==> src/rtl/srsv_consts.svh <==
// Purpose: offsets, fields, reset values and codes of the status block
// Assumes: 32-bit AHB-Lite, one word per register
// Notes: included by srsv_top, the bench and the checker
`ifndef SRSV_CONSTS_SVH
`define SRSV_CONSTS_SVH
`define SRSV_OFS_CTRL 8'h00
`define SRSV_OFS_VECW 8'h04
`define SRSV_OFS_CMD 8'h08
`define SRSV_OFS_DATA 8'h0c
`define SRSV_OFS_STAT 8'h10
`define SRSV_OFS_VRBA 8'h14
`define SRSV_OFS_VRBB 8'h18
`define SRSV_OFS_ISTS 8'h1c
`define SRSV_OFS_ICLR 8'h20
`define SRSV_OFS_IEN 8'h24
`define SRSV_CMD_LSB 3
`define SRSV_CMD_ERR_RESET 3'h6
`define SRSV_MODE_ASYNC 2'h0
`define SRSV_MODE_SYNC 2'h1
`define SRSV_MODE_BITW 2'h2
`define SRSV_CTRL_RST 7'h00
`define SRSV_VEC_RST 8'h00
`define SRSV_IRQ_RX 0
`define SRSV_IRQ_SPC 1
`define SRSV_VEC_NONE 3'h3
`define SRSV_VEC_ASPC 3'h7
`define SRSV_VEC_ARX 3'h6
`define SRSV_FIFO_DEPTH 2'h3
`endif

==> src/rtl/srsv_pkg.sv <==
// Purpose: types shared by the status block files
// Assumes: constants come from srsv_consts.svh
// Notes: none
package srsv_pkg;
  typedef enum logic [1:0] {
    SRSV_PH_IDLE = 2'b01,
    SRSV_PH_WR = 2'b10
  } srsv_ph_e;

  // Control register: mode, parity enable/odd, vector option, length
  typedef struct packed {
    logic [1:0] mode;
    logic par_en;
    logic par_odd;
    logic sav;
    logic [1:0] len;
  } srsv_ctrl_s;

  // One received character from the receiver core
  typedef struct packed {
    logic valid;
    logic [7:0] data;
    logic pbit;
    logic fr_err;
    logic crc_err;
    logic eof;
    logic [3:0] bits;
  } srsv_rxc_s;

  typedef struct packed {
    logic [7:0] data;
    logic par;
    logic fr;
    logic ovr;
  } srsv_ent_s;

  typedef struct packed {
    srsv_ph_e ph;
    logic [7:0] wa;
    srsv_ctrl_s ctrl;
    logic [7:0] vec;
    srsv_ent_s [2:0] fifo;
    logic [1:0] rd;
    logic [1:0] cnt;
    logic par_l;
    logic ovr_l;
    logic crc;
    logic eof;
    logic [2:0] res;
    logic [1:0] ists;
    logic [1:0] ien;
    logic [31:0] hrdata;
    logic irq;
    logic ext;
  } srsv_state_s;
endpackage

==> src/rtl/srsv_char_check.sv <==
// Purpose: per-character parity check, residue code and justification
// Assumes: len code 0..3 means 5..8 bits; bits is 1..8 I-field bits
// Notes: purely combinational
`timescale 1ns/1ns
module srsv_char_check
  import srsv_pkg::*;
(
  input wire srsv_rxc_s rxc_i,
  input wire srsv_ctrl_s ctrl_i,
  output logic par_err_o,
  output logic [2:0] res_o,
  output logic [7:0] data_o
);
  logic [7:0] mask;
  logic [3:0] v;
  logic [3:0] nb;

  always_comb begin
    nb = 4'h5 + {2'h0, ctrl_i.len};
    mask = 8'hff >> (4'h8 - nb);
    // Partial last byte keeps its bits in the low positions
    if (rxc_i.eof && rxc_i.bits < nb) begin
      mask = 8'hff >> (4'h8 - rxc_i.bits);
    end
    data_o = rxc_i.data & mask;
    par_err_o = ctrl_i.par_en &&
      ((^(rxc_i.data & mask) ^ rxc_i.pbit) != ctrl_i.par_odd);
    // Code value steps with I-field bits, offset by character length
    v = rxc_i.bits + 4'h6 + 4'h3 * (4'h3 - {2'h0, ctrl_i.len});
    res_o = {v[0], v[1], v[2]};
  end
endmodule

==> src/rtl/srsv_top.sv <==
// Purpose: special receive status and vector readback for one channel
// Assumes: receiver, transmitter and other interrupt sources share clk_i
// Notes: AHB-Lite slave, zero wait states, always OKAY
// Function
// - Async: all-sent set only after every character left transmitter.
// - All-sent never interrupts; reads set in synchronous modes.
// - Bitwise mode: residue bits give I-field length, valid with end-of-frame.
// - 8-bit residue codes map bits in last and second-last byte.
// - Residual I-field bits in a received byte are right justified.
// - Frame on character boundary gives length-dependent residue code.
// - Parity mismatch sets parity error, latched until error reset.
// - Fourth unread character overruns; flag latched once that char read.
// - With vector option, overrun raises special receive vector.
// - Async: framing bit set, unlatched, for the faulty character.
// - Framing error extends character time by half a bit.
// - Sync/bitwise: CRC bit shows checker result per character.
// - Bitwise: valid closing flag sets end-of-frame; error reset clears.
// - End-of-frame also updated by first character of next frame.
// - Vector readback: raw vector, or modified when option on.
// - Vector bits 3..1 show top pending condition; none reads 011.
// - Vector readback readable only through the second channel.
// - Vector bits 7..4 and 0 always equal the programmed vector.
//
// Added by the designer: the placing of the registers and the AHB-Lite interface to the registers.
`timescale 1ns/1ns
`include "srsv_consts.svh"
module srsv_top
  import srsv_pkg::*;
(
  input wire logic clk_i,
  input wire logic reset_i,
  input wire logic hsel_i,
  input wire logic [31:0] haddr_i,
  input wire logic [1:0] htrans_i,
  input wire logic hwrite_i,
  input wire logic [2:0] hsize_i,
  input wire logic [31:0] hwdata_i,
  input wire logic hready_i,
  output logic hreadyout_o,
  output logic hresp_o,
  output logic [31:0] hrdata_o,
  input wire srsv_rxc_s rxc_i,
  input wire logic tx_all_sent_i,
  input wire logic [5:0] pend_other_i,
  output logic irq_o,
  output logic rx_extend_o
);
  srsv_state_s q;
  srsv_state_s s;
  logic par_err;
  logic [2:0] res_code;
  logic [7:0] rx_data;
  logic acc;
  logic [1:0] wi;
  logic [1:0] hd;
  logic async;
  logic spc;
  logic [7:0] stat;
  logic [7:0] vrb;
  logic [7:0] pend;
  logic [2:0] vcode;
  logic found;
  logic [2:0] prio [0:7];

  // Fixed priority order of the vector codes, highest first
  assign prio[0] = 3'h7;
  assign prio[1] = 3'h6;
  assign prio[2] = 3'h4;
  assign prio[3] = 3'h5;
  assign prio[4] = 3'h3;
  assign prio[5] = 3'h2;
  assign prio[6] = 3'h0;
  assign prio[7] = 3'h1;

  srsv_char_check u_check (
    .rxc_i(rxc_i),
    .ctrl_i(q.ctrl),
    .par_err_o(par_err),
    .res_o(res_code),
    .data_o(rx_data)
  );

  function automatic logic [1:0] inc3(input logic [1:0] a);
    inc3 = (a == 2'h2) ? 2'h0 : a + 2'h1;
  endfunction

  always_comb begin
    s = q;
    s.ext = 1'b0;
    s.ph = SRSV_PH_IDLE;
    acc = hsel_i & htrans_i[1] & hready_i;
    wi = 2'h0;
    hd = 2'h0;
    stat = 8'h00;
    vrb = 8'h00;
    pend = 8'h00;
    vcode = `SRSV_VEC_NONE;
    found = 1'b0;
    spc = 1'b0;
    async = 1'b0;

    // Write data phase
    if (q.ph == SRSV_PH_WR) begin
      case (q.wa)
        `SRSV_OFS_CTRL: begin
          s.ctrl = hwdata_i[6:0];
        end
        `SRSV_OFS_VECW: begin
          s.vec = hwdata_i[7:0];
        end
        `SRSV_OFS_CMD: begin
          if (hwdata_i[`SRSV_CMD_LSB +: 3] == `SRSV_CMD_ERR_RESET) begin
            s.par_l = 1'b0;
            s.ovr_l = 1'b0;
            s.crc = 1'b0;
            s.eof = 1'b0;
          end
        end
        `SRSV_OFS_ICLR: begin
          s.ists = s.ists & ~hwdata_i[1:0];
        end
        `SRSV_OFS_IEN: begin
          s.ien = hwdata_i[1:0];
        end
        default: begin
        end
      endcase
    end

    async = (s.ctrl.mode == `SRSV_MODE_ASYNC);

    // Status byte: head character flags plus latched bits
    hd = s.rd;
    stat[7] = s.eof;
    stat[6] = async ? (s.cnt != 2'h0 && s.fifo[hd].fr) : s.crc;
    stat[5] = s.ovr_l | (s.cnt != 2'h0 && s.fifo[hd].ovr);
    stat[4] = s.par_l | (s.cnt != 2'h0 && s.fifo[hd].par);
    stat[3:1] = s.res;
    stat[0] = async ? tx_all_sent_i : 1'b1;

    // Highest pending condition picks bits 3..1 of the vector
    pend[5:0] = pend_other_i;
    pend[`SRSV_VEC_ARX] = s.ists[`SRSV_IRQ_RX] & s.ien[`SRSV_IRQ_RX];
    pend[`SRSV_VEC_ASPC] = s.ists[`SRSV_IRQ_SPC] & s.ien[`SRSV_IRQ_SPC];
    for (int i = 0; i < 8; i++) begin
      if (!found && pend[prio[i]]) begin
        found = 1'b1;
        vcode = prio[i];
      end
    end
    vrb = s.vec;
    if (s.ctrl.sav) begin
      vrb[3:1] = vcode;
    end

    // Address phase
    if (acc) begin
      if (hwrite_i) begin
        s.ph = SRSV_PH_WR;
        s.wa = haddr_i[7:0];
        s.hrdata = 32'h0000_0000;
      end else begin
        case (haddr_i[7:0])
          `SRSV_OFS_CTRL: begin
            s.hrdata = {25'h0, s.ctrl};
          end
          `SRSV_OFS_VECW: begin
            s.hrdata = {24'h0, s.vec};
          end
          `SRSV_OFS_DATA: begin
            s.hrdata = {24'h0, s.fifo[hd].data};
            if (s.cnt != 2'h0) begin
              // Parity and overrun errors of the character read stay latched
              if (s.fifo[hd].par) begin
                s.par_l = 1'b1;
              end
              if (s.fifo[hd].ovr) begin
                s.ovr_l = 1'b1;
              end
              s.rd = inc3(s.rd);
              s.cnt = s.cnt - 2'h1;
            end
          end
          `SRSV_OFS_STAT: begin
            s.hrdata = {24'h0, stat};
          end
          `SRSV_OFS_VRBA: begin
            s.hrdata = 32'h0000_0000;
          end
          `SRSV_OFS_VRBB: begin
            s.hrdata = {24'h0, vrb};
          end
          `SRSV_OFS_ISTS: begin
            s.hrdata = {30'h0, s.ists};
          end
          `SRSV_OFS_IEN: begin
            s.hrdata = {30'h0, s.ien};
          end
          default: begin
            s.hrdata = 32'h0000_0000;
          end
        endcase
      end
    end

    // Character arrival, after any pop and clear so the set wins
    if (rxc_i.valid) begin
      if (s.cnt == `SRSV_FIFO_DEPTH) begin
        // Overwrite the newest entry and mark it overrun
        wi = inc3(inc3(s.rd));
        s.fifo[wi].ovr = 1'b1;
        spc = 1'b1;
      end else begin
        wi = s.rd;
        if (s.cnt > 2'h0) begin
          wi = inc3(wi);
        end
        if (s.cnt > 2'h1) begin
          wi = inc3(wi);
        end
        s.fifo[wi].ovr = 1'b0;
        s.cnt = s.cnt + 2'h1;
      end
      s.fifo[wi].data = rx_data;
      s.fifo[wi].par = par_err;
      s.fifo[wi].fr = async & rxc_i.fr_err;
      if (par_err || (async && rxc_i.fr_err)) begin
        spc = 1'b1;
      end
      if (async && rxc_i.fr_err) begin
        s.ext = 1'b1;
      end
      if (!async) begin
        s.crc = rxc_i.crc_err;
      end
      if (s.ctrl.mode == `SRSV_MODE_BITW) begin
        s.eof = rxc_i.eof;
        if (rxc_i.eof) begin
          s.res = res_code;
          spc = 1'b1;
        end
      end
      s.ists[`SRSV_IRQ_RX] = 1'b1;
      if (spc) begin
        s.ists[`SRSV_IRQ_SPC] = 1'b1;
      end
    end

    s.irq = |(s.ists & s.ien);
  end

  always_ff @(posedge clk_i) begin
    if (reset_i) begin
      q <= '0;
      q.ph <= SRSV_PH_IDLE;
      q.ctrl <= `SRSV_CTRL_RST;
      q.vec <= `SRSV_VEC_RST;
    end else begin
      q <= s;
    end
  end

  assign hreadyout_o = 1'b1;
  assign hresp_o = 1'b0;
  assign hrdata_o = q.hrdata;
  assign irq_o = q.irq;
  assign rx_extend_o = q.ext;
endmodule

==> config.mk <==
export PLATFORM = sky130hd
export DESIGN_NAME = srsv_top
export DESIGN_NICKNAME = d
export VERILOG_FILES = /design/src/rtl/srsv_pkg.sv /design/src/rtl/srsv_char_check.sv /design/src/rtl/srsv_top.sv
export VERILOG_INCLUDE_DIRS = /design/src /design/src/rtl
export SDC_FILE = /design/constraint.sdc
export NUM_CORES = 1
export LEC_CHECK = 0
export BUFFER_PORTS_ARGS = -buffer_cell sky130_fd_sc_hd__buf_2
export CAP_MARGIN = 10
export CORE_MARGIN = 1.5
export CORE_UTILIZATION = 55
export CTS_BUF_LIST = sky130_fd_sc_hd__clkbuf_8
export CTS_CLUSTER_DIAMETER = 60
export CTS_CLUSTER_SIZE = 40
export DETAILED_ROUTE_END_ITERATION = 12
export GPL_TIMING_DRIVEN = 0
export PLACE_DENSITY = 0.84
export SYNTH_ARGS = -nofsm -noshare
export SYNTH_HDL_FRONTEND = slang
export SYNTH_SLANG_ARGS = --single-unit
==> constraint.sdc <==
create_clock -name clk_i -period 5.25 [get_ports clk_i]
set_clock_uncertainty 0.15 [all_clocks]
set_input_delay 0.525 -clock clk_i [delete_from_list [all_inputs] [get_ports clk_i]]
set_output_delay 0.525 -clock clk_i [all_outputs]
set_load 0.1 [all_outputs]
---- After elaboration in Yosys (flattened, before gate mapping) ----
Index checks and enable logic that the tools add are counted.
word-level totals
  word-level logic and storage cells ...... 205
  output and inout port bits .............. 36
  bits in registers ....................... 107
cells by class
  shift-type cells ........................ 2
  bitwise operators ....................... 14
  add/subtract/negate cells ............... 12
  multipliers ............................. 1
  equality and inequality tests ........... 19
  reduce and logical (&&, ||, !) cells .... 34
  $lt $le $gt $ge ......................... 10
  multiplexer cells ....................... 81
operator list
  cell                                                        count
  bitwise mux 33 bit                                          5
  demux 11 bit (select 2 bit)                                 5
  two-way mux 33 bit                                          2
  case mux 8 bit (7 select lines)                             1
  two-way mux 2 bit                                           17
  two-way mux 3 bit                                           11
  == test 8 x 5 -> 1 bit, second input constant               3
  == test 8 x 6 -> 1 bit, second input constant               3
  two-way mux 6 bit                                           4
  two-way mux 8 bit                                           3
  binary-select mux 11 bit (select 2 bit)                     1
  two-way mux 11 bit                                          2
  two-way mux 1 bit                                           21
  two-way mux 4 bit                                           5
  == test 8 x 3 -> 1 bit, second input constant               2
  == test 8 x 4 -> 1 bit, second input constant               2
  logical AND 1 bit                                           16
  logical NOT 8 bit                                           2
  >> shifter 8 x 4 -> 8 bit, first input constant             2
  two-way mux 15 bit                                          1
  == test 2 bit, second input constant                        7
  two-way mux 7 bit                                           2
  less-than comparator 2 x 3 -> 1 bit, second input constant  4
  adder 2 x 1 -> 2 bit, second input constant                 5
  28 further kinds                                            47

---- Logic depth before layout (Yosys ltp) ----
  depth after elaboration ................. 30
  gate-level depth with buffers ........... 18
  depth with buffers taken out ............ 18

---- Cells and area by module ----
A second synthesis with hierarchy kept.
second synthesis, totals
  cells, all modules ...................... 644
  area, all modules ....................... 5,225.0 µm²
by module, submodules not included
  module           cells an instance  times used  sequential area each (µm²)  area an instance (µm²)
  srsv_top         559                1           1,661.6                     4,585.6
  srsv_char_check  85                 1           0.0                         639.4

---- Worst setup path after synthesis ----
No wires, ideal clock.
  kind .................................... register to register
  start point ............................. register q[90] in the netlist's numbering
  end point ............................... register q[37] in the netlist's numbering
  path buffers ............................ 0
  clock period less this slack ............ 3.854 ns
  path slack .............................. 1.396 ns
  stages on the path, launching flop included .. 18
  data required time ...................... 5.008 ns
  arrival ................................. 3.611 ns
  cell sequence ........................... dfxtp_1 inv_1 ha_1 ha_1 nor2b_1 o41ai_2 nand4_1 a21oi_1 inv_1 ha_1 nand2b_1 o311a_1 xor2_1 a21oi_1 nand3b_1 xnor2_2 xnor2_2 o32ai_1
on the way
  cells in the longest elaborated chain, start to end .. 16
ends and longest elaborated chain
  item                                                                   line                                          RTL
  from (decl)                                                            srsv_top.sv:48                                srsv_state_s q;
  from (signal assigned)                                                 srsv_top.sv:259                               q <= s;
  adder 3 x 2 -> 4 bit *                                                 srsv_char_check.sv:19                         nb = 4'h5 + {2'h0, ctrl_i.len};
  subtractor 4 bit / less-than comparator 4 bit (equally long branches)  srsv_char_check.sv:20, srsv_char_check.sv:22
  >> shifter 8 x 4 -> 8 bit / logical AND 1 bit (equally long branches)  srsv_char_check.sv:20, srsv_char_check.sv:22
  two-way mux 8 bit *                                                    srsv_char_check.sv:22                         if (rxc_i.eof && rxc_i.bits < nb) begin
  AND 8 bit *                                                            srsv_char_check.sv:27                         ((^(rxc_i.data & mask) ^ rxc_i.pbit) != ctrl_i.par_odd);
  XOR reduction 8 bit *                                                  srsv_char_check.sv:27
  XOR 1 bit *                                                            srsv_char_check.sv:27
  != test 1 bit *                                                        srsv_char_check.sv:27
  logical AND 1 bit *                                                    srsv_char_check.sv:26                         par_err_o = ctrl_i.par_en &&
  logical OR 1 bit *                                                     srsv_top.sv:227                               if (par_err || (async && rxc_i.fr_err)) begin
  two-way mux 1 bit *                                                    srsv_top.sv:227
  two-way mux 1 bit                                                      srsv_top.sv:238                               if (rxc_i.eof) begin
  two-way mux 1 bit *                                                    srsv_top.sv:236                               if (s.ctrl.mode == `SRSV_MODE_BITW) begin
  two-way mux 1 bit *                                                    srsv_top.sv:207                               if (rxc_i.valid) begin
  two-way mux 1 bit *                                                    srsv_top.sv:244                               if (spc) begin
  two-way mux 7 bit *                                                    srsv_top.sv:207
Every way passes the cells marked *; elsewhere a longest branch is shown, timed or not. The select of a mux whose other input is x is not followed.
A chain may end at the register's enable or synchronous reset.

---- Final worst setup path ----
Ends and elaborated chain as after synthesis.

==> metrics.yaml <==
status: "complete, no violations"
clk_path_buf_depth: 2
setup_violations: 0
die_area_um2: 9430
hpwl_mm: 9.44
via_count: 4589
leakage_nw: 2.44
insertion_delay_ns: 0.38
cp_max_fo: 5
r2r-start: "q[90]"
required_ns: 5.38
drive_gt1_share_pct: 19.4
min_period_ns: 4.50
n_antenna_cell: 0
worstPathCellList: "inv_1 -> ha_1 -> ha_1 -> nor2b_1 -> o2111ai_1 -> nand4_1 -> nor2_1 -> a21oi_1 -> inv_1 -> ha_1 -> xnor2_1 -> mux2i_1 -> a21oi_1 -> nand3b_1 -> xnor2_2 -> xnor2_2 -> o32ai_1"
netlist_instances: 595
clk_pin_slew_ns: 0.10
htreeDepth: 3
ys_seq_elements: 83
yosysTopAreaCellShare_pct: 34.1
hold_viol: 0
path_class: "reg2reg"
slowest_stage: "dfxtp_1"
finalNetCount: 790
fp.coreArea_um2: 8640
post_drt_wl_per_cell_um: 16.1
grt_pass1_wl_mm: 20.8
fillerInstances: 732
place.gp.congestion: 0.932
total_power_w: 0.00142
worst_pin_slew_ns: 0.906
ir_drop_uv: 132
powerDensity_nw_per_um2: 256
cts_buffers: 9
slew_viol_final: 0
overflow: 0
hp-class: "in2reg"
grt_pass1_vias: 4411
die_h_um: 97.1
synth_area_leader_cell: "dfxtp_1"
synth_ff_type: "dfxtp_1"
r2r_cells: 17
synth_area_per_cell_um2: 8.19
ys_seq_area_share_pct: 34.1
holdBufCountCts: 0
min_from: "haddr_i[1]"
routed_wl_mm: 12.8
yosysUniqueCellTypes: 70
slowest_delay_ns: 0.45
timing.reg2reg.setup_slack_ns: 0.75
viasPerCell: 5.77
synth_warnings: 0
worst_ep_arrival_time_ns: 4.63
fp.dieW_um: 97.1
post-cts-setup-buffers: 0
postRouteAntennaNets: 0
slew_headroom_pct: 39.1
synthesis.area_um2: 4870
hold_path_depth: 3
cp-end-kind: "register"
ctsResizeCount: 0
clock-root-buffer: "clkbuf_8"
port_buffers: 52
maxCapViolations: 0
synth.area.top_cells: "dfxtp_1 34%, mux2i_1 11%, nor2_1 7.2%"
rows: 34
grt_max_degree: 17
cpMostUsedCell: "ha_1"
track_usage_pct: 27.3
finalCritPeriodShare_pct: 85.7
io_pins: 134
rsz0062_at_grt: "false"
cts_tree: "built"
async_flop_share_pct: 0
drc: 0
synth_edf_count: 0
start_kind: "register"
finalInstanceArea_um2: 5560
antenna_found_initial: 0
crit_path_start: "q[90]"
holdPathEnd: "q[98]"
first_pass_iters: 5
synthToLayoutAreaGrowth_pct: 14.2
postPlaceCellArea_um2: 5360
synth_most_common_cell: "nor2_1"
start_util_pct: 56.4
clock.fmax_mhz: 222
drtIter0Drc: 314
clock_sinks: 83
finalSetupTns_ns: 0
synth_common_cells: "93 x nor2_1, 83 x dfxtp_1, 55 x nand2_1, 53 x mux2i_1, 48 x a21oi_1"
timing.rr.end: "q[37]"
[final cells by class]
type / instances / area [um^2] / share of cell area, %
multi-input combinational: 459 / 2840 / 51.0
sequential: 83 / 1660 / 29.9
clock buffer: 9 / 124 / 2.23
inverter: 14 / 52.6 / 0.944
buffer: 63 / 412 / 7.40
timing repair buffer: 52 / 260 / 4.68
tap: 108 / 135 / 2.43
clock inverter: 7 / 82.6 / 1.48
[flip-flops by register name (all words and copies together), names as in the netlist]
signal	flops
q	71
hd	2
hrdata_o	8
irq_o	1
rx_extend_o	1
[worst max path at each step]
stage                        to
after floorplan           q[37]
after global placement    q[37]
after detailed placement  q[37]
after CTS                 q[37]
after global routing      q[37]
final                     q[37]
[routing by layer]
layer | global-route usage, % | vias up | share of wire (%)
li1 | - | 2196 | -
met1 | 33.9 | 2158 | 43
met2 | 45.6 | 200 | 47
met3 | 5.40 | 35 | 6.9
met4 | 13.0 | 0 | 3.0
met5 | 0 | - | 0
[worst max-delay path, delay by kind of cell (launching register included)]
family                   cells  cell delay [ns]
AO/OA/AOI/OAI                4             0.74
XOR/XNOR                     3             0.74
adder cells (fa/ha/maj)      3             0.94
buffers and inverters        2             0.22
flip-flops                   1             0.45
multiplexers                 1             0.30
AND/OR/NAND/NOR              4             0.85
[placed cells by master (no fill, tap or decap), types with 4 or more instances in the layout]
cell and n:
a21oi_1 48, and2_1 5, buf_2 56, buf_4 38
clkbuf_1 16, clkbuf_8 9, conb_1 26, dfxtp_1 83
ha_1 9, inv_1 13, inv_6 4, mux2i_1 53
nand2_1 55, nand2b_1 6, nand3_1 12, nand3b_1 6
nor2_1 93, nor2b_1 7, nor3_1 13, o21ai_0 26
o22ai_1 7, o31a_1 4, o31ai_1 6, xnor2_1 8
xor2_1 4
[cell families (layout without fill, tap and decap cells)]
| logic type | count (synthesis) | count (layout) | share of synthesized area (%) |
|---|---|---|---|
| buffers and inverters | 77 | 145 | 9.53 |
| muxes | 53 | 53 | 10.9 |
| other | 2 | 26 | 0.154 |
| and+or+nand+nor | 224 | 224 | 22.2 |
| xor gates and xnor gates | 15 | 15 | 3.16 |
| adders and majority gates | 10 | 10 | 2.72 |
| AOI/OAI and AO/OA | 131 | 131 | 17.3 |
| DFF | 83 | 83 | 34.1 |
[metrics by stage]
step / utilization [%] / std cells / worst slack [ns] / hold WS, ns
4_1_cts: 64.4 / 795 / 0.791 / 0.238
3_3_place_gp: 62.0 / 779 / 1.07 / 0.297
6_report: 64.4 / 795 / 0.750 / 0.232
3_5_place_dp: 62.0 / 779 / 0.833 / 0.298
5_1_grt: 64.4 / 795 / 0.374 / 0.258
2_1_floorplan: - / 619 / 1.40 / 0.286
[report_power, final]
group | leakage [nW] | switching [W] | internal, W
Combinational | 1.66 | 0.000195 | 0.0000842
Clock | 0.105 | 0.000269 | 0.000228
Sequential | 0.671 | 0.00000712 | 0.000641
(Power assumes the default switching activity.)
